[src/pok_pkg.sv]
// Shared constants and carrier types for the power-ok and top event flag block.
// Assumes a byte-wide register port driven by a serial interface decoder on clk.
package pok_pkg;
  // Register offsets
  localparam logic [7:0] ADDR_OPTIONS = 8'h16;
  localparam logic [7:0] ADDR_FAULT = 8'h17;
  localparam logic [7:0] ADDR_SRESET = 8'h18;
  localparam logic [7:0] ADDR_TOP = 8'h19;
  // Options field positions and reset value
  localparam int OPT_MODE = 0;
  localparam int OPT_FAULT_GATES = 1;
  localparam int OPT_TWARN_GATES = 2;
  localparam logic [7:0] OPTIONS_RST = 8'h01;
  localparam logic [7:0] OPTIONS_MASK = 8'h07;
  // Top event flag positions
  localparam int TOP_PWR_DROP = 7;
  localparam int TOP_LIN_SUM = 6;
  localparam int TOP_CONV_SUM = 5;
  localparam int TOP_EXT_CLK = 4;
  localparam int TOP_THERM_SD = 3;
  localparam int TOP_THERM_WARN = 2;
  localparam int TOP_OVERVOLT = 1;
  localparam int TOP_LOAD_RDY = 0;
  localparam logic [7:0] TOP_W1C_MASK = 8'h9F;
  localparam int SRESET_BIT = 0;
  // Number of monitored outputs: converter0, converter1, linear0, linear1
  localparam int N_OUT = 4;
  // Cycles the software reset pulse stands
  localparam int SRESET_CYCLES = 1;

  // Register write/read request from the serial decoder
  typedef struct packed {
    logic wr;
    logic rd;
    logic [7:0] addr;
    logic [7:0] wdata;
  } reg_req_t;

  // Live event inputs from the analog and neighbouring digital blocks
  typedef struct packed {
    logic [N_OUT-1:0] out_valid;
    logic ext_clk_change;
    logic therm_sd;
    logic therm_warn;
    logic overvolt;
    logic load_ready;
    logic [7:0] conv_events;
    logic [7:0] lin_events;
  } event_in_t;

  // Power-ok configuration owned by the neighbouring options register
  typedef struct packed {
    logic polarity;
    logic [N_OUT-1:0] src_enable;
  } pok_cfg_t;

  typedef enum logic [0:0] {
    SR_IDLE = 1'b0,
    SR_PULSE = 1'b1
  } sreset_state_t;
endpackage

[src/power_ok_flags.sv]
// Power-ok output forming, fault source latches, software reset and top event flags.
// Assumes the register request comes from a serial decoder on clk; event inputs
// are asynchronous to clk and are synchronised here.
// Notes on behaviour
// RULE_01: With warning gating set, an active thermal warning forces power-ok inactive.
// RULE_02: Fault-gating zero follows live outputs; one follows latched faults.
// RULE_03: Mode bit: zero gated, one continuous; resets to one.
// RULE_04: Each selected output that drops power-ok sets its own fault latch.
// RULE_05: Writing one clears a fault latch only while that output is valid.
// RULE_06: Software reset returns registers to defaults, reloads memory, resets interface.
// RULE_07: The software reset bit clears itself with no further write.
// RULE_08: Power-ok active-to-inactive transition latches flag bit 7.
// RULE_09: Bit 6 reads set while linear regulator events are pending.
// RULE_10: Bit 5 reads set while converter events are pending.
// RULE_11: External clock appearing or vanishing latches bit 4.
// RULE_12: Thermal shutdown latches bit 3, disables regulators, drives outputs low.
// RULE_13: While bit 3 stays set, no regulator may be enabled.
// RULE_14: Thermal warning latches bit 2; live status reported separately.
// RULE_15: Input overvoltage latches bit 1, disables regulators, drives outputs low.
// RULE_16: New load current result latches bit 0.
// RULE_17: Host clears latched top flags by writing one; only those bits clear.
// RULE_18: Polarity zero drives power-ok high when valid; one drives low.
// RULE_19: Only outputs with their source enable set affect power-ok.
// RULE_20: Power-ok valid only when all enabled sources valid; zero writes ignored.
module power_ok_flags
  import pok_pkg::*;
(
  input wire logic clk,
  input wire logic rst_n,
  input wire reg_req_t req,
  output logic [7:0] rdata,
  input wire event_in_t ev_async,
  input wire pok_cfg_t cfg,
  input wire logic [1:0] reg_enable_req,
  output logic [1:0] reg_enable,
  output logic power_ok_output,
  output logic general_output_force_low,
  output logic software_reset_trigger,
  output logic [2:0] thermal_live_status
);

  //////////////////////////////////////////////////////////////////////////////
  // Input synchronisers; the first stage feeds only the second
  localparam int EV_W = $bits(event_in_t);
  logic [EV_W-1:0] ev_meta_r;
  logic [EV_W-1:0] ev_sync_r;
  event_in_t ev;

  always_ff @(posedge clk or negedge rst_n) begin
    if (!rst_n) begin
      ev_meta_r <= '0;
      ev_sync_r <= '0;
    end else begin
      ev_meta_r <= ev_async;
      ev_sync_r <= ev_meta_r;
    end
  end
  assign ev = event_in_t'(ev_sync_r);

  // Previous synchronised levels for edge detection
  logic ext_clk_d_r;
  logic therm_sd_d_r;
  logic therm_warn_d_r;
  logic overvolt_d_r;
  logic load_ready_d_r;

  always_ff @(posedge clk or negedge rst_n) begin
    if (!rst_n) begin
      ext_clk_d_r <= 1'b0;
      therm_sd_d_r <= 1'b0;
      therm_warn_d_r <= 1'b0;
      overvolt_d_r <= 1'b0;
      load_ready_d_r <= 1'b0;
    end else begin
      ext_clk_d_r <= ev.ext_clk_change;
      therm_sd_d_r <= ev.therm_sd;
      therm_warn_d_r <= ev.therm_warn;
      overvolt_d_r <= ev.overvolt;
      load_ready_d_r <= ev.load_ready;
    end
  end

  //////////////////////////////////////////////////////////////////////////////
  // Sync fill tracker: for a few cycles after reset the stages and the edge
  // detectors hold zeros, which would read as invalid outputs and a clock toggle
  logic [2:0] fill_r;
  logic primed;

  always_ff @(posedge clk or negedge rst_n) begin
    if (!rst_n) begin
      fill_r <= 3'b000;
    end else begin
      fill_r <= {fill_r[1:0], 1'b1};
    end
  end
  assign primed = fill_r[2]; // Sync stages and edge history both hold live values

  //////////////////////////////////////////////////////////////////////////////
  // Register write decode
  function automatic logic wr_hit(input reg_req_t r, input logic [7:0] a);
    wr_hit = r.wr && (r.addr == a);
  endfunction

  logic sreset_hit;
  logic soft_rst;
  sreset_state_t sr_state_r;
  sreset_state_t sr_state_nxt;

  assign sreset_hit = wr_hit(req, ADDR_SRESET) && req.wdata[SRESET_BIT];
  assign soft_rst = (sr_state_r == SR_PULSE);

  //////////////////////////////////////////////////////////////////////////////
  // Software reset: one-cycle pulse, then the bit clears itself
  always_comb begin
    case (sr_state_r)
      SR_IDLE: sr_state_nxt = sreset_hit ? SR_PULSE : SR_IDLE;
      SR_PULSE: sr_state_nxt = SR_IDLE; // RULE_07
      default: sr_state_nxt = SR_IDLE;
    endcase
  end

  always_ff @(posedge clk or negedge rst_n) begin
    if (!rst_n) begin
      sr_state_r <= SR_IDLE;
      software_reset_trigger <= 1'b0;
    end else begin
      sr_state_r <= sr_state_nxt;
      software_reset_trigger <= (sr_state_nxt == SR_PULSE); // RULE_06
    end
  end

  //////////////////////////////////////////////////////////////////////////////
  // Options register; soft reset returns it to default
  logic [7:0] options_r;

  always_ff @(posedge clk or negedge rst_n) begin
    if (!rst_n) begin
      options_r <= OPTIONS_RST; // RULE_03
    end else if (soft_rst) begin
      options_r <= OPTIONS_RST; // RULE_06
    end else if (wr_hit(req, ADDR_OPTIONS)) begin
      options_r <= req.wdata & OPTIONS_MASK;
    end
  end

  //////////////////////////////////////////////////////////////////////////////
  // Power-ok forming
  logic [N_OUT-1:0] src_bad;
  logic live_ok;
  logic fault_ok;
  logic pok_valid;
  logic pok_valid_d_r;
  logic [3:0] fault_r;

  assign src_bad = cfg.src_enable & ~ev.out_valid; // RULE_19
  assign live_ok = (src_bad == '0); // RULE_20
  assign fault_ok = (fault_r == '0);
  // Gated mode holds power-ok off during shutdown or overvoltage; continuous
  // mode leaves those to the per-output monitors.
  always_comb begin
    pok_valid = options_r[OPT_FAULT_GATES] ? fault_ok : live_ok; // RULE_02
    if (options_r[OPT_TWARN_GATES] && ev.therm_warn) begin
      pok_valid = 1'b0; // RULE_01
    end
    if (!options_r[OPT_MODE] && (ev.therm_sd || ev.overvolt)) begin
      pok_valid = 1'b0; // RULE_03
    end
  end

  always_ff @(posedge clk or negedge rst_n) begin
    if (!rst_n) begin
      power_ok_output <= 1'b0;
      pok_valid_d_r <= 1'b0;
    end else begin
      power_ok_output <= pok_valid ^ cfg.polarity; // RULE_18
      pok_valid_d_r <= pok_valid;
    end
  end

  //////////////////////////////////////////////////////////////////////////////
  // Fault source latches; set wins over a same-cycle clear
  logic [N_OUT-1:0] fault_set;
  logic [N_OUT-1:0] fault_clr;

  assign fault_set = src_bad & {N_OUT{primed}}; // RULE_04
  assign fault_clr = {N_OUT{wr_hit(req, ADDR_FAULT)}} & req.wdata[N_OUT-1:0] & ev.out_valid; // RULE_05

  generate
    for (genvar i = 0; i < N_OUT; i++) begin : g_fault
      always_ff @(posedge clk or negedge rst_n) begin
        if (!rst_n) begin
          fault_r[i] <= 1'b0;
        end else if (fault_set[i]) begin
          fault_r[i] <= 1'b1; // RULE_04
        end else if (soft_rst || fault_clr[i]) begin
          fault_r[i] <= 1'b0; // RULE_05
        end
      end
    end
  endgenerate

  //////////////////////////////////////////////////////////////////////////////
  // Top event flags; hardware set wins over a same-cycle write-one clear
  logic [7:0] top_r;
  logic [7:0] top_set;
  logic [7:0] top_clr;

  always_comb begin
    top_set = 8'h00;
    top_set[TOP_PWR_DROP] = pok_valid_d_r && !pok_valid; // RULE_08
    top_set[TOP_EXT_CLK] = primed && (ev.ext_clk_change ^ ext_clk_d_r); // RULE_11
    top_set[TOP_THERM_SD] = ev.therm_sd && !therm_sd_d_r; // RULE_12
    top_set[TOP_THERM_WARN] = ev.therm_warn && !therm_warn_d_r; // RULE_14
    top_set[TOP_OVERVOLT] = ev.overvolt && !overvolt_d_r; // RULE_15
    top_set[TOP_LOAD_RDY] = ev.load_ready && !load_ready_d_r; // RULE_16
  end

  // Writes of zero leave bits alone
  assign top_clr = wr_hit(req, ADDR_TOP) ? (req.wdata & TOP_W1C_MASK) : 8'h00; // RULE_17

  always_ff @(posedge clk or negedge rst_n) begin
    if (!rst_n) begin
      top_r <= 8'h00;
    end else if (soft_rst) begin
      top_r <= top_set;
    end else begin
      top_r <= (top_set | (top_r & ~top_clr)) & TOP_W1C_MASK; // RULE_17
    end
  end

  //////////////////////////////////////////////////////////////////////////////
  // Protection: disable regulators and force general outputs low
  logic protect;
  assign protect = top_r[TOP_THERM_SD] || ev.therm_sd || ev.overvolt;

  always_ff @(posedge clk or negedge rst_n) begin
    if (!rst_n) begin
      reg_enable <= 2'b00;
      general_output_force_low <= 1'b0;
      thermal_live_status <= 3'b000;
    end else begin
      reg_enable <= protect ? 2'b00 : reg_enable_req; // RULE_13
      general_output_force_low <= ev.therm_sd || ev.overvolt; // RULE_15
      thermal_live_status <= {ev.therm_sd, ev.therm_warn, ev.overvolt}; // RULE_14
    end
  end

  //////////////////////////////////////////////////////////////////////////////
  // Read mux; summaries are computed live from the event registers
  logic [7:0] top_view;
  always_comb begin
    top_view = top_r;
    top_view[TOP_LIN_SUM] = (ev.lin_events != 8'h00); // RULE_09
    top_view[TOP_CONV_SUM] = (ev.conv_events != 8'h00); // RULE_10
  end

  always_ff @(posedge clk or negedge rst_n) begin
    if (!rst_n) begin
      rdata <= 8'h00;
    end else if (req.rd) begin
      case (req.addr)
        ADDR_OPTIONS: rdata <= options_r;
        ADDR_FAULT: rdata <= {4'h0, fault_r};
        ADDR_SRESET: rdata <= {7'h00, soft_rst}; // RULE_07
        ADDR_TOP: rdata <= top_view;
        default: rdata <= 8'h00;
      endcase
    end
  end

  //////////////////////////////////////////////////////////////////////////////
  // Assertions
  // Output forming
  a_twarn_gate: assert property (@(posedge clk) disable iff (!rst_n) // RULE_01
    (options_r[OPT_TWARN_GATES] && ev.therm_warn) |=> (power_ok_output == $past(cfg.polarity)))
    else $error("power ok not forced inactive on warning");
  a_twarn_off: assert property (@(posedge clk) disable iff (!rst_n) // RULE_01
    (!options_r[OPT_TWARN_GATES] && options_r[OPT_MODE] && !options_r[OPT_FAULT_GATES] && live_ok)
    |=> (power_ok_output != $past(cfg.polarity)))
    else $error("power ok dropped although warning gating is off");
  a_fault_gate: assert property (@(posedge clk) disable iff (!rst_n) // RULE_02
    (options_r[OPT_FAULT_GATES] && fault_r != '0) |=> (power_ok_output == $past(cfg.polarity)))
    else $error("fault latch did not gate power ok");
  a_live_follow: assert property (@(posedge clk) disable iff (!rst_n) // RULE_02
    (!options_r[OPT_FAULT_GATES] && src_bad != '0) |=> (power_ok_output == $past(cfg.polarity)))
    else $error("power ok ignored an invalid live source");
  a_mode_gated: assert property (@(posedge clk) disable iff (!rst_n) // RULE_03
    (!options_r[OPT_MODE] && (ev.therm_sd || ev.overvolt)) |=> (power_ok_output == $past(cfg.polarity)))
    else $error("gated mode did not hold power ok inactive");
  a_valid_level: assert property (@(posedge clk) disable iff (!rst_n) // RULE_18
    pok_valid |=> (power_ok_output != $past(cfg.polarity)))
    else $error("power ok level wrong for polarity");
  // Fault latches
  a_fault_set: assert property (@(posedge clk) disable iff (!rst_n) // RULE_04
    (primed && src_bad[0]) |=> fault_r[0])
    else $error("fault latch not set");
  a_fault_keep: assert property (@(posedge clk) disable iff (!rst_n) // RULE_05
    (fault_r[0] && !ev.out_valid[0] && !soft_rst) |=> fault_r[0])
    else $error("fault latch cleared while output invalid");
  a_fault_clear: assert property (@(posedge clk) disable iff (!rst_n) // RULE_05
    (fault_r[0] && wr_hit(req, ADDR_FAULT) && req.wdata[0] && ev.out_valid[0] && !fault_set[0]) |=> !fault_r[0])
    else $error("fault latch kept after valid clear");
  // Software reset
  a_sreset_self: assert property (@(posedge clk) disable iff (!rst_n) // RULE_07
    soft_rst |=> !soft_rst)
    else $error("software reset did not self clear");
  a_sreset_defaults: assert property (@(posedge clk) disable iff (!rst_n) // RULE_06
    soft_rst |=> (options_r == OPTIONS_RST))
    else $error("options not restored by software reset");
  a_trigger_once: assert property (@(posedge clk) disable iff (!rst_n) // RULE_06
    software_reset_trigger |=> !software_reset_trigger)
    else $error("reset trigger longer than one cycle");
  // Event flags and protection
  a_drop_flag: assert property (@(posedge clk) disable iff (!rst_n) // RULE_08
    (pok_valid_d_r && !pok_valid) |=> top_r[TOP_PWR_DROP])
    else $error("power drop flag missed");
  a_extclk_latch: assert property (@(posedge clk) disable iff (!rst_n) // RULE_11
    (primed && (ev.ext_clk_change != ext_clk_d_r)) |=> top_r[TOP_EXT_CLK])
    else $error("external clock flag missed");
  a_sd_latch: assert property (@(posedge clk) disable iff (!rst_n) // RULE_12
    (ev.therm_sd && !therm_sd_d_r) |=> top_r[TOP_THERM_SD])
    else $error("shutdown flag missed");
  a_warn_latch: assert property (@(posedge clk) disable iff (!rst_n) // RULE_14
    (ev.therm_warn && !therm_warn_d_r) |=> top_r[TOP_THERM_WARN])
    else $error("warning flag missed");
  a_ov_outputs: assert property (@(posedge clk) disable iff (!rst_n) // RULE_15
    ev.overvolt |=> (general_output_force_low && reg_enable == 2'b00))
    else $error("overvoltage did not disable outputs");
  a_load_latch: assert property (@(posedge clk) disable iff (!rst_n) // RULE_16
    (ev.load_ready && !load_ready_d_r) |=> top_r[TOP_LOAD_RDY])
    else $error("load result flag missed");
  a_sd_block: assert property (@(posedge clk) disable iff (!rst_n) // RULE_13
    top_r[TOP_THERM_SD] |=> (reg_enable == 2'b00))
    else $error("regulator enabled during shutdown flag");
  a_w1c_keep: assert property (@(posedge clk) disable iff (!rst_n) // RULE_17
    (top_r[TOP_LOAD_RDY] && !soft_rst && !(wr_hit(req, ADDR_TOP) && req.wdata[TOP_LOAD_RDY]))
    |=> top_r[TOP_LOAD_RDY])
    else $error("flag cleared without write of one");
  a_sum_lin: assert property (@(posedge clk) disable iff (!rst_n) // RULE_09
    (req.rd && req.addr == ADDR_TOP) |=> (rdata[TOP_LIN_SUM] == ($past(ev.lin_events) != 8'h00)))
    else $error("linear summary bit wrong");
  a_sum_conv: assert property (@(posedge clk) disable iff (!rst_n) // RULE_10
    (req.rd && req.addr == ADDR_TOP) |=> (rdata[TOP_CONV_SUM] == ($past(ev.conv_events) != 8'h00)))
    else $error("converter summary bit wrong");

  // Main scenarios
  c_sreset: cover property (@(posedge clk) disable iff (!rst_n) soft_rst);
  c_warn_gate: cover property (@(posedge clk) disable iff (!rst_n) options_r[OPT_TWARN_GATES] && ev.therm_warn);
  c_drop: cover property (@(posedge clk) disable iff (!rst_n) $rose(top_r[TOP_PWR_DROP]));
  c_fault_clear: cover property (@(posedge clk) disable iff (!rst_n) $fell(fault_r[0]));
  c_sd: cover property (@(posedge clk) disable iff (!rst_n) $rose(top_r[TOP_THERM_SD]));
endmodule

[config.mk]
export PLATFORM = sky130hd
export DESIGN_NAME = power_ok_flags
export DESIGN_NICKNAME = d
export VERILOG_FILES = /design/src/pok_pkg.sv /design/src/power_ok_flags.sv
export SDC_FILE = /design/constraint.sdc
export NUM_CORES = 1
export LEC_CHECK = 0
export BUFFER_PORTS_ARGS = -buffer_cell sky130_fd_sc_hd__buf_2
export CAP_MARGIN = 10
export CORE_UTILIZATION = 50
export CTS_CLUSTER_SIZE = 10
export DETAILED_ROUTE_END_ITERATION = 10
export PLACE_DENSITY = 0.75
export SLEW_MARGIN = 20
export SYNTH_ARGS = -nofsm -noshare
export SYNTH_HDL_FRONTEND = slang
export SYNTH_SLANG_ARGS = --single-unit
[constraint.sdc]
create_clock -name clk -period 1.9 [get_ports clk]
set_clock_uncertainty 0.05 [all_clocks]
set_input_delay 0.38 -clock clk [delete_from_list [all_inputs] [get_ports clk]]
set_output_delay 0.38 -clock clk [all_outputs]
set_load 0.05 [all_outputs]
==> impl_metrics.tcl, run 1 <==
set metrics [dict create \
    ys_warn_count 0 \
    cap_violations 0 \
    antenna_found_initial 0 \
    place_congestion 0.810 \
    drt_iter0_markers 120 \
    post-place-ws_ps 62.7 \
    coreArea_um2 5270 \
    r2r_end "top_r[7]" \
    tritoncts "done" \
    fin_area_um2 3410 \
    fin_nets 318 \
    start_util 0.533 \
    placed_cells 324 \
    n_antenna_cell 0 \
    clkTransAtPathRegs_ps 80 \
    drc 0 \
    cts.sinks 85 \
    final_cell_count_no_fill 340 \
    timing.final.ws_setup_ps 357 \
    ioPinCount 68 \
    dpl.hpwl_um 3650 \
    clock-root-buffer "clkbuf_8" \
    crit_cells 1 \
    fillers 419 \
    ant_nets 0 \
    criticalPathCategory "flip-flop to primary output" \
    die_w_um 77.0 \
    irDropWorstVdd_v 0.000549 \
    timing.fmax_mhz 648 \
    h-tree-depth 3 \
    die_height_um 77.0 \
    fin_hold_ws_ps 88.4 \
    power.density_nw_per_um2 937 \
    synthFlopType "dfrtp_1" \
    slew_viol_final 0 \
    globalRouteOverflowTotal 0 \
    worst-path-buf-inv 1 \
    crit_path_end "software_reset_trigger" \
    clockBufferDepth 2 \
    syn_nets 242 \
    start_kind "flip-flop" \
    p_leak_nw 1.58 \
    avgSynthCellArea_um2 14.8 \
    arrival_ps 1110 \
    hold_viol 0 \
    fin_crit_sh 0.812 \
    power.switching_mw 0.751 \
    route.vias.total 1740 \
    required_ps 1470 \
    cp_slowest_cell "dfrtp_1" \
    grt_max_degree 45 \
    dieArea_um2 5920 \
    crit_family "flip-flops" \
    hold_class "primary input to flip-flop" \
    async_flop_share 1.00 \
    post_cts.repair.setup_buffers 0 \
    syn-cell-area_um2 2810 \
    wl_per_cell_um 14.8 \
    postSynthCellCount 190 \
    grt_usage 0.190 \
    drt-total-wl_um 5030 \
    rsz0062_at_grt "false" \
    worstSetupEndpointType "primary output" \
    r2r-start "ev[19]" \
    area_growth_pct 21.3 \
    cts_buffers 9 \
    internal_power_mw 2.44 \
    max_stage_delay_ps 460 \
    worstMarginPinSlew_ps 547 \
    crit_start "soft_rst" \
    grt_pass1_vias 1803 \
    switching_share 0.235 \
    place_area_um2 3240 \
    r2r_slack_ps 360 \
    crit_fanout 6 \
    fin_crit_ps 1540 \
    drt-pass1-iter-count 4 \
    r2r_cells 4 \
    pwr-share-clk 0.331 \
    setup_viol 0 \
    clock_latency_ps 340 \
    rows 26 \
    ys_seq_area_frac 0.757 \
    tns_ps 0 \
    port_buffers 65 \
    ys_ff_latch 85 \
    drive_above_1_share 0.337 \
    viasPerCell 5.12 \
    synth_edf_count 0 \
    crit_chain "buf_2" \
    status "complete, no violations" \
    power_frac_seq 0.601 \
    grt_first_pass_wirelength_um 8360 \
    max_slew_margin 0.635 \
    synth_cell_types 37 \
    combPwrFrac 0.069 \
]
per-layer routing:
layer,wire length (um),up-vias,global-route usage
met4,80,0,0.0868
met1,2080,860,0.240
li1,-,811,-
met3,297,10,0.0524
met5,0,-,0
met2,2570,59,0.308
per-stage QoR:
| stage | power [mW] | utilization |
|---|---|---|
| 4_1_cts | 3.23 | 0.647 |
| 3_5_place_dp | 2.18 | 0.615 |
| 6_report | 3.19 | 0.647 |
| 3_3_place_gp | 2.16 | 0.615 |
| 5_1_grt | 3.34 | 0.647 |
| 2_1_floorplan | 2.04 | - |
sequential cells by signal, indices dropped and copies added, names as in the netlist, 2 cells and up:
register and count:
options_r 3, reg_enable 2, ev_meta_r 25, ev 25
rdata 8, fault_r 4, top_r 6, thermal_live_status 2
fill_r 3
final cells by class:
type	count	area, um2	area share
timing repair buffer	74	410	0.120
sequential	85	2130	0.624
clock buffer	12	135	0.0396
clock inverter	3	23.8	0.00698
multi-input combinational	83	574	0.169
inverter	13	48.8	0.0143
tap	70	87.6	0.0257
power groups by stage:
stage	Sequential [mW]	Combinational (mW)	Clock (mW)
after global placement	1.95	0.214	0
after detailed placement	1.96	0.220	0
after floorplan	1.97	0.0705	0
after CTS	1.92	0.222	1.09
final	1.92	0.219	1.06
after global routing	1.93	0.241	1.17
worst min-delay path by stage:
stage,startpoint,end,slack (ps),depth (start not counted)
after CTS,ev_async[9],ev_meta_r[9],70,1
after floorplan,rst_n,ev[0],30,0
after global routing,ev_async[2],ev_meta_r[2],60,1
after detailed placement,ev_meta_r[11],ev[11],280,0
final,ev_async[4],ev_meta_r[4],90,1
after global placement,fill_r[1],fill_r[2],280,0
kinds of logic after synthesis:
group                  Yosys count  share of synthesized area
AO/OA/AOI/OAI                   31                     0.0837
XOR/XNOR                         2                    0.00623
buffers and inverters           22                     0.0383
multiplexers                     4                     0.0147
flip-flops                      85                      0.757
other                            1                    0.00133
AND/OR/NAND/NOR                 45                     0.0984
cells in the final DEF (no fill, tap or decap), drive strengths merged, types with 3 or more instances in the layout:
| cell type | count |
|---|---|
| a22oi | 5 |
| o21ai | 5 |
| inv | 13 |
| buf | 73 |
| clkbuf | 12 |
| mux2i | 3 |
| nand2 | 5 |
| dfrtp | 84 |
| a32o | 7 |
| nand3 | 12 |
| and2 | 3 |
| nor4 | 5 |
| nor2 | 5 |
| a31oi | 3 |
| and3 | 3 |
| nor2b | 5 |
Yosys cell counts, types with 2 or more instances:
| cell | instances | area, um2 |
|---|---|---|
| dfrtp_1 | 84 | 2100 |
| inv_1 | 13 | 48.8 |
| nand3_1 | 12 | 60.1 |
| a32o_1 | 7 | 70.1 |
| a22oi_1 | 5 | 37.5 |
| nand2_1 | 5 | 18.8 |
| nor2_1 | 5 | 18.8 |
| nor2b_1 | 5 | 31.3 |
| nor4_1 | 5 | 31.3 |
| o21ai_0 | 5 | 25.0 |
| buf_4 | 4 | 30.0 |
| a31oi_1 | 3 | 18.8 |
| and2_1 | 3 | 18.8 |
| and3_1 | 3 | 18.8 |
| mux2i_1 | 3 | 30.0 |
| a21oi_1 | 2 | 10.0 |
| a22o_1 | 2 | 17.5 |
| a32oi_1 | 2 | 17.5 |
| buf_2 | 2 | 10.0 |
| clkbuf_1 | 2 | 7.51 |
| o211ai_1 | 2 | 15.0 |
repair_timing:
item / in CTS / in global routing
gates resized for setup: 0 / 0
hold buffers: 1 / 0
endpoints found under the hold margin: 40 / 0
Note: power is estimated with default switching activity, not from simulation.
==> inputs of run 2 (changes only) <==
==> constraint.sdc (replaced) <==
create_clock -name clk -period 1.52 [get_ports clk]
set_clock_uncertainty 0.05 [all_clocks]
set_input_delay 0.304 -clock clk [delete_from_list [all_inputs] [get_ports clk]]
set_output_delay 0.304 -clock clk [all_outputs]
set_load 0.05 [all_outputs]
==> impl_metrics.tcl, run 2 (same netlist as run 1, synthesis figures left out) <==
set metrics [dict create \
    status "complete, no violations" \
    required_ps 1170 \
    top_usage_layer "met2" \
    hold_class "primary input to flip-flop" \
    area_growth_pct 31.3 \
    crit_chain "buf_2" \
    finalPower_mw 4.15 \
    globalRouteOverflowTotal 0 \
    ioPinCount 68 \
    max_stage_delay_ps 460 \
    fin_nets 343 \
    whs_endpoint "ev_meta_r[18]" \
    clkTransAtPathRegs_ps 80 \
    drt_iter0_markers 172 \
    grt_pass1_vias 1806 \
    start_kind "flip-flop" \
    antenna_found_initial 0 \
    grtUsageMet1 0.258 \
    ant_nets 0 \
    drc 0 \
    grt_max_degree 33 \
    fin_crit_sh 0.958 \
    timing.fmax_mhz 687 \
    die_height_um 77.0 \
    clockBufferDepth 2 \
    dpl.hpwl_um 3380 \
    tns_ps 0 \
    h-tree-depth 3 \
    layout_commonest_cell "dfrtp_1" \
    setup_viol 0 \
    drive_above_1_share 0.341 \
    irDropWorstVdd_v 0.000778 \
    multiInputGateArea_um2 582 \
    hold_depth 1 \
    drt-pass1-iter-count 4 \
    hold_viol 0 \
    p_leak_nw 1.72 \
    route.vias.total 1813 \
    n_antenna_cell 0 \
    dieArea_um2 5920 \
    criticalPathCategory "flip-flop to primary output" \
    r2r_cells 3 \
    r2r_slack_ps 80 \
    layout_common_cells "dfrtp_1 (84), buf_2 (64), dlygate4sd3_1 (21), inv_1 (13)" \
    clock-root-buffer "clkbuf_8" \
    place_congestion 0.855 \
    wl_per_cell_um 13.6 \
    holdCritStartpoint "ev_async[18]" \
    die_w_um 77.0 \
    fillers 378 \
    port_buffers 65 \
    cts_buffers 9 \
    r2r_end "top_r[7]" \
    crit_family "flip-flops" \
    arrival_ps 1100 \
    drt-total-wl_um 4970 \
    fin_hold_ws_ps 15.5 \
    grt_usage 0.188 \
    coreArea_um2 5270 \
    start_util 0.533 \
    rows 26 \
    worst-path-buf-inv 1 \
    cap_violations 0 \
    clock_latency_ps 340 \
    r2r-start "fault_r[3]" \
    worstSetupEndpointType "primary output" \
    regArea_um2 2130 \
    post_cts.repair.setup_buffers 0 \
    rsz0062_at_grt "false" \
    tritoncts "done" \
    viasPerCell 4.95 \
    grtUsageMet2 0.284 \
    cp_slowest_cell "dfrtp_1" \
    fin_crit_ps 1460 \
    slew_viol_final 0 \
    power.density_nw_per_um2 1130 \
    cts.sinks 85 \
    grt_first_pass_wirelength_um 8340 \
    use_met3 0.0488 \
    crit_fanout 6 \
]
[run 2: cell count changes in the layout (fill, tap and decap cells not counted), sizes merged]
cell,previous run,this run
dlygate4sd3,1,21
clkinv,1,2
clkbuf,12,10
inv,13,16
clkinvlp,2,1
buf,73,78
[run 2: metal layers]
| metal | vias to the layer above | wire (um) |
|---|---|---|
| met2 | 48 | 2380 |
| met4 | 0 | 91 |
| met3 | 8 | 207 |
| met1 | 897 | 2290 |
| li1 | 860 | - |
| met5 | - | 0 |
[run 2: where the power goes]
group / total, mW / internal [mW] / switching [mW] / leakage, nW
sequential: 2.40 / 2.36 / 0.0380 / 0.987
clock: 1.43 / 0.649 / 0.783 / 0.0935
combinational: 0.323 / 0.146 / 0.177 / 0.637
[run 2: stage by stage]
| step | util | area [um2] | setup slack, ps | cells |
|---|---|---|---|---|
| after global routing | 0.700 | 3690 | 7.41 | 366 |
| after floorplan | - | 2810 | 110 | 190 |
| after detailed placement | 0.624 | 3290 | -197 | 329 |
| after CTS | 0.698 | 3680 | 19.2 | 366 |
| final | 0.700 | 3690 | 64.0 | 366 |
| after global placement | 0.624 | 3290 | -134 | 329 |
[run 2: layout make-up]
| type | instances | share of cell area |
|---|---|---|
| clock buffers | 10 | 0.0373 |
| repair buffers | 99 | 0.179 |
| well taps | 70 | 0.0237 |
| clock inverters | 6 | 0.0119 |
| flip-flops and latches | 85 | 0.577 |
| multi-input cells | 83 | 0.158 |
| inverters | 13 | 0.0132 |
[run 2: worst max path at each step]
stage	startpoint	end	slack (ps)	depth (start not counted)
detailed placement	req[13]	top_r[7]	-200	6
global route	fault_r[3]	top_r[7]	7	3
CTS	ev[19]	top_r[7]	20	4
global placement	req[13]	top_r[4]	-130	6
floorplan	req[13]	top_r[4]	110	5
finish	soft_rst	software_reset_trigger	60	1
[run 2: what timing repair did]
action | 4_1_cts | 5_1_grt
resized for setup | 0 | 2
setup endpoints to repair | 0 | 1
endpoints found under the hold margin | 43 | 0
hold buffers | 21 | 0
==> inputs of run 3 (changes only) <==
--- a/config.mk
+++ b/config.mk
@@ -7,10 +7,10 @@
 export LEC_CHECK = 0
 export BUFFER_PORTS_ARGS = -buffer_cell sky130_fd_sc_hd__buf_2
 export CAP_MARGIN = 10
-export CORE_UTILIZATION = 50
+export CORE_ASPECT_RATIO = 0.7
+export CORE_UTILIZATION = 41
 export CTS_CLUSTER_SIZE = 10
 export DETAILED_ROUTE_END_ITERATION = 10
-export PLACE_DENSITY = 0.75
 export SLEW_MARGIN = 20
 export SYNTH_ARGS = -nofsm -noshare
 export SYNTH_HDL_FRONTEND = slang
==> constraint.sdc (replaced) <==
create_clock -name clk -period 1.51 [get_ports clk]
set_clock_uncertainty 0.05 [all_clocks]
set_input_delay 0.302 -clock clk [delete_from_list [all_inputs] [get_ports clk]]
set_output_delay 0.302 -clock clk [all_outputs]
set_load 0.05 [all_outputs]
==> impl_metrics.tcl, run 3 (same netlist as run 1, synthesis figures left out) <==
set metrics [dict create \
    status "complete, no violations" \
    clkTransAtPathRegs_ps 90 \
    worstSetupEndpointType "primary output" \
    criticalPathCategory "flip-flop to primary output" \
    max_stage_delay_ps 450 \
    start_kind "flip-flop" \
    whs_endpoint "power_ok_output" \
    fillers 557 \
    clock-root-buffer "clkbuf_8" \
    crit_family "flip-flops" \
    place_congestion 0.777 \
    arrival_ps 1070 \
    r2r_slack_ps 110 \
    r2r-start "ev[24]" \
    drc 0 \
    hold_depth 2 \
    dpl.hpwl_um 3780 \
    ant_nets 0 \
    layout_common_cells "dfrtp_1 (84), buf_2 (63), dlygate4sd3_1 (26), buf_4 (15), inv_1 (13)" \
    drt-pass1-iter-count 4 \
    fin_hold_ws_ps 83.6 \
    setup_viol 0 \
    power.switching_mw 0.990 \
    route.vias.total 1816 \
    coreArea_um2 6430 \
    cts_buffers 9 \
    layout_commonest_cell "dfrtp_1" \
    p_leak_nw 1.74 \
    antenna_found_initial 0 \
    drive_above_1_share 0.340 \
    fin_nets 351 \
    ioPinCount 68 \
    combPwrFrac 0.080 \
    power_frac_seq 0.563 \
    irDropWorstVdd_v 0.000565 \
    area_growth_pct 35.4 \
    fin_area_um2 3800 \
    final_cell_count_no_fill 394 \
    place_area_um2 3340 \
    clockBufferDepth 2 \
    h-tree-depth 3 \
    n_antenna_cell 0 \
    rows 24 \
    tritoncts "done" \
    crit_chain "clkbuf_4" \
    cp_slowest_cell "dfrtp_1" \
    grt_pass1_vias 1819 \
    power.density_nw_per_um2 1130 \
    fin_util 0.592 \
    switching_share 0.231 \
    fin_crit_sh 0.944 \
    r2r_end "top_r[7]" \
    pwr-share-clk 0.357 \
    required_ps 1160 \
    internal_power_mw 3.30 \
    globalRouteOverflowTotal 0 \
    crit_cells 1 \
    wl_per_cell_um 13.7 \
    grt_first_pass_wirelength_um 9100 \
    worst-path-buf-inv 1 \
    grt_usage 0.175 \
    drt-total-wl_um 5410 \
    hold_class "primary input to flip-flop" \
    drt_iter0_markers 90 \
    cap_violations 0 \
    die_height_um 71.3 \
    viasPerCell 4.61 \
    crit_fanout 6 \
    timing.fmax_mhz 701 \
    dieArea_um2 7190 \
    rsz0062_at_grt "true" \
    cts.sinks 85 \
    placed_cells 353 \
    r2r_cells 4 \
    grt_max_degree 32 \
    fin_crit_ps 1430 \
    clock_latency_ps 350 \
    hold_viol 0 \
    port_buffers 65 \
    tns_ps 0 \
    start_util 0.437 \
    slew_viol_final 0 \
    die_w_um 101 \
    holdCritStartpoint "cfg[4]" \
]
[run 3: power groups by stage]
stage / combinational [mW] / sequential, mW / clock [mW]
detailed placement: 0.295 / 2.46 / 0
finish: 0.344 / 2.41 / 1.53
floorplan: 0.0887 / 2.48 / 0
global route: 0.381 / 2.42 / 1.69
CTS: 0.347 / 2.41 / 1.58
global placement: 0.291 / 2.46 / 0
[run 3: layer usage]
layer	vias up	track usage	wire (um)
met5	-	0	0
met4	0	0.0612	68
met3	7	0.0537	233
met2	52	0.259	2480
met1	881	0.251	2620
li1	876	-	-
[run 3: what timing repair did]
item	CTS	global route
gates cloned	0	0
gates resized for setup	1	3
pin swaps	0	2
setup buffers	0	0
endpoints found under the setup margin	1	2
hold endpoints to repair	49	0
hold buffers	26	0
[run 3: worst max path at each step]
stage,from,endpoint
2_1_floorplan,req[13],top_r[4]
3_3_place_gp,req[13],top_r[0]
3_5_place_dp,req[13],top_r[2]
4_1_cts,ev[19],top_r[7]
5_1_grt,fault_r[3],top_r[7]
6_report,soft_rst,software_reset_trigger
[run 3: layout make-up]
class | instances | area (um2) | share of cell area
repair buffers | 107 | 736 | 0.193
clock buffers | 10 | 128 | 0.0335
flip-flops and latches | 85 | 2130 | 0.559
inverters | 13 | 48.8 | 0.0128
well taps | 91 | 114 | 0.0299
multi-input cells | 83 | 589 | 0.155
clock inverters | 5 | 61.3 | 0.0161
[run 3: stage by stage]
| step | setup slack (ps) | power, mW |
|---|---|---|
| after floorplan | 102 | 2.57 |
| after global placement | -149 | 2.75 |
| after detailed placement | -172 | 2.75 |
| after CTS | 29.6 | 4.34 |
| after global routing | -1.14 | 4.50 |
| final | 84.0 | 4.29 |
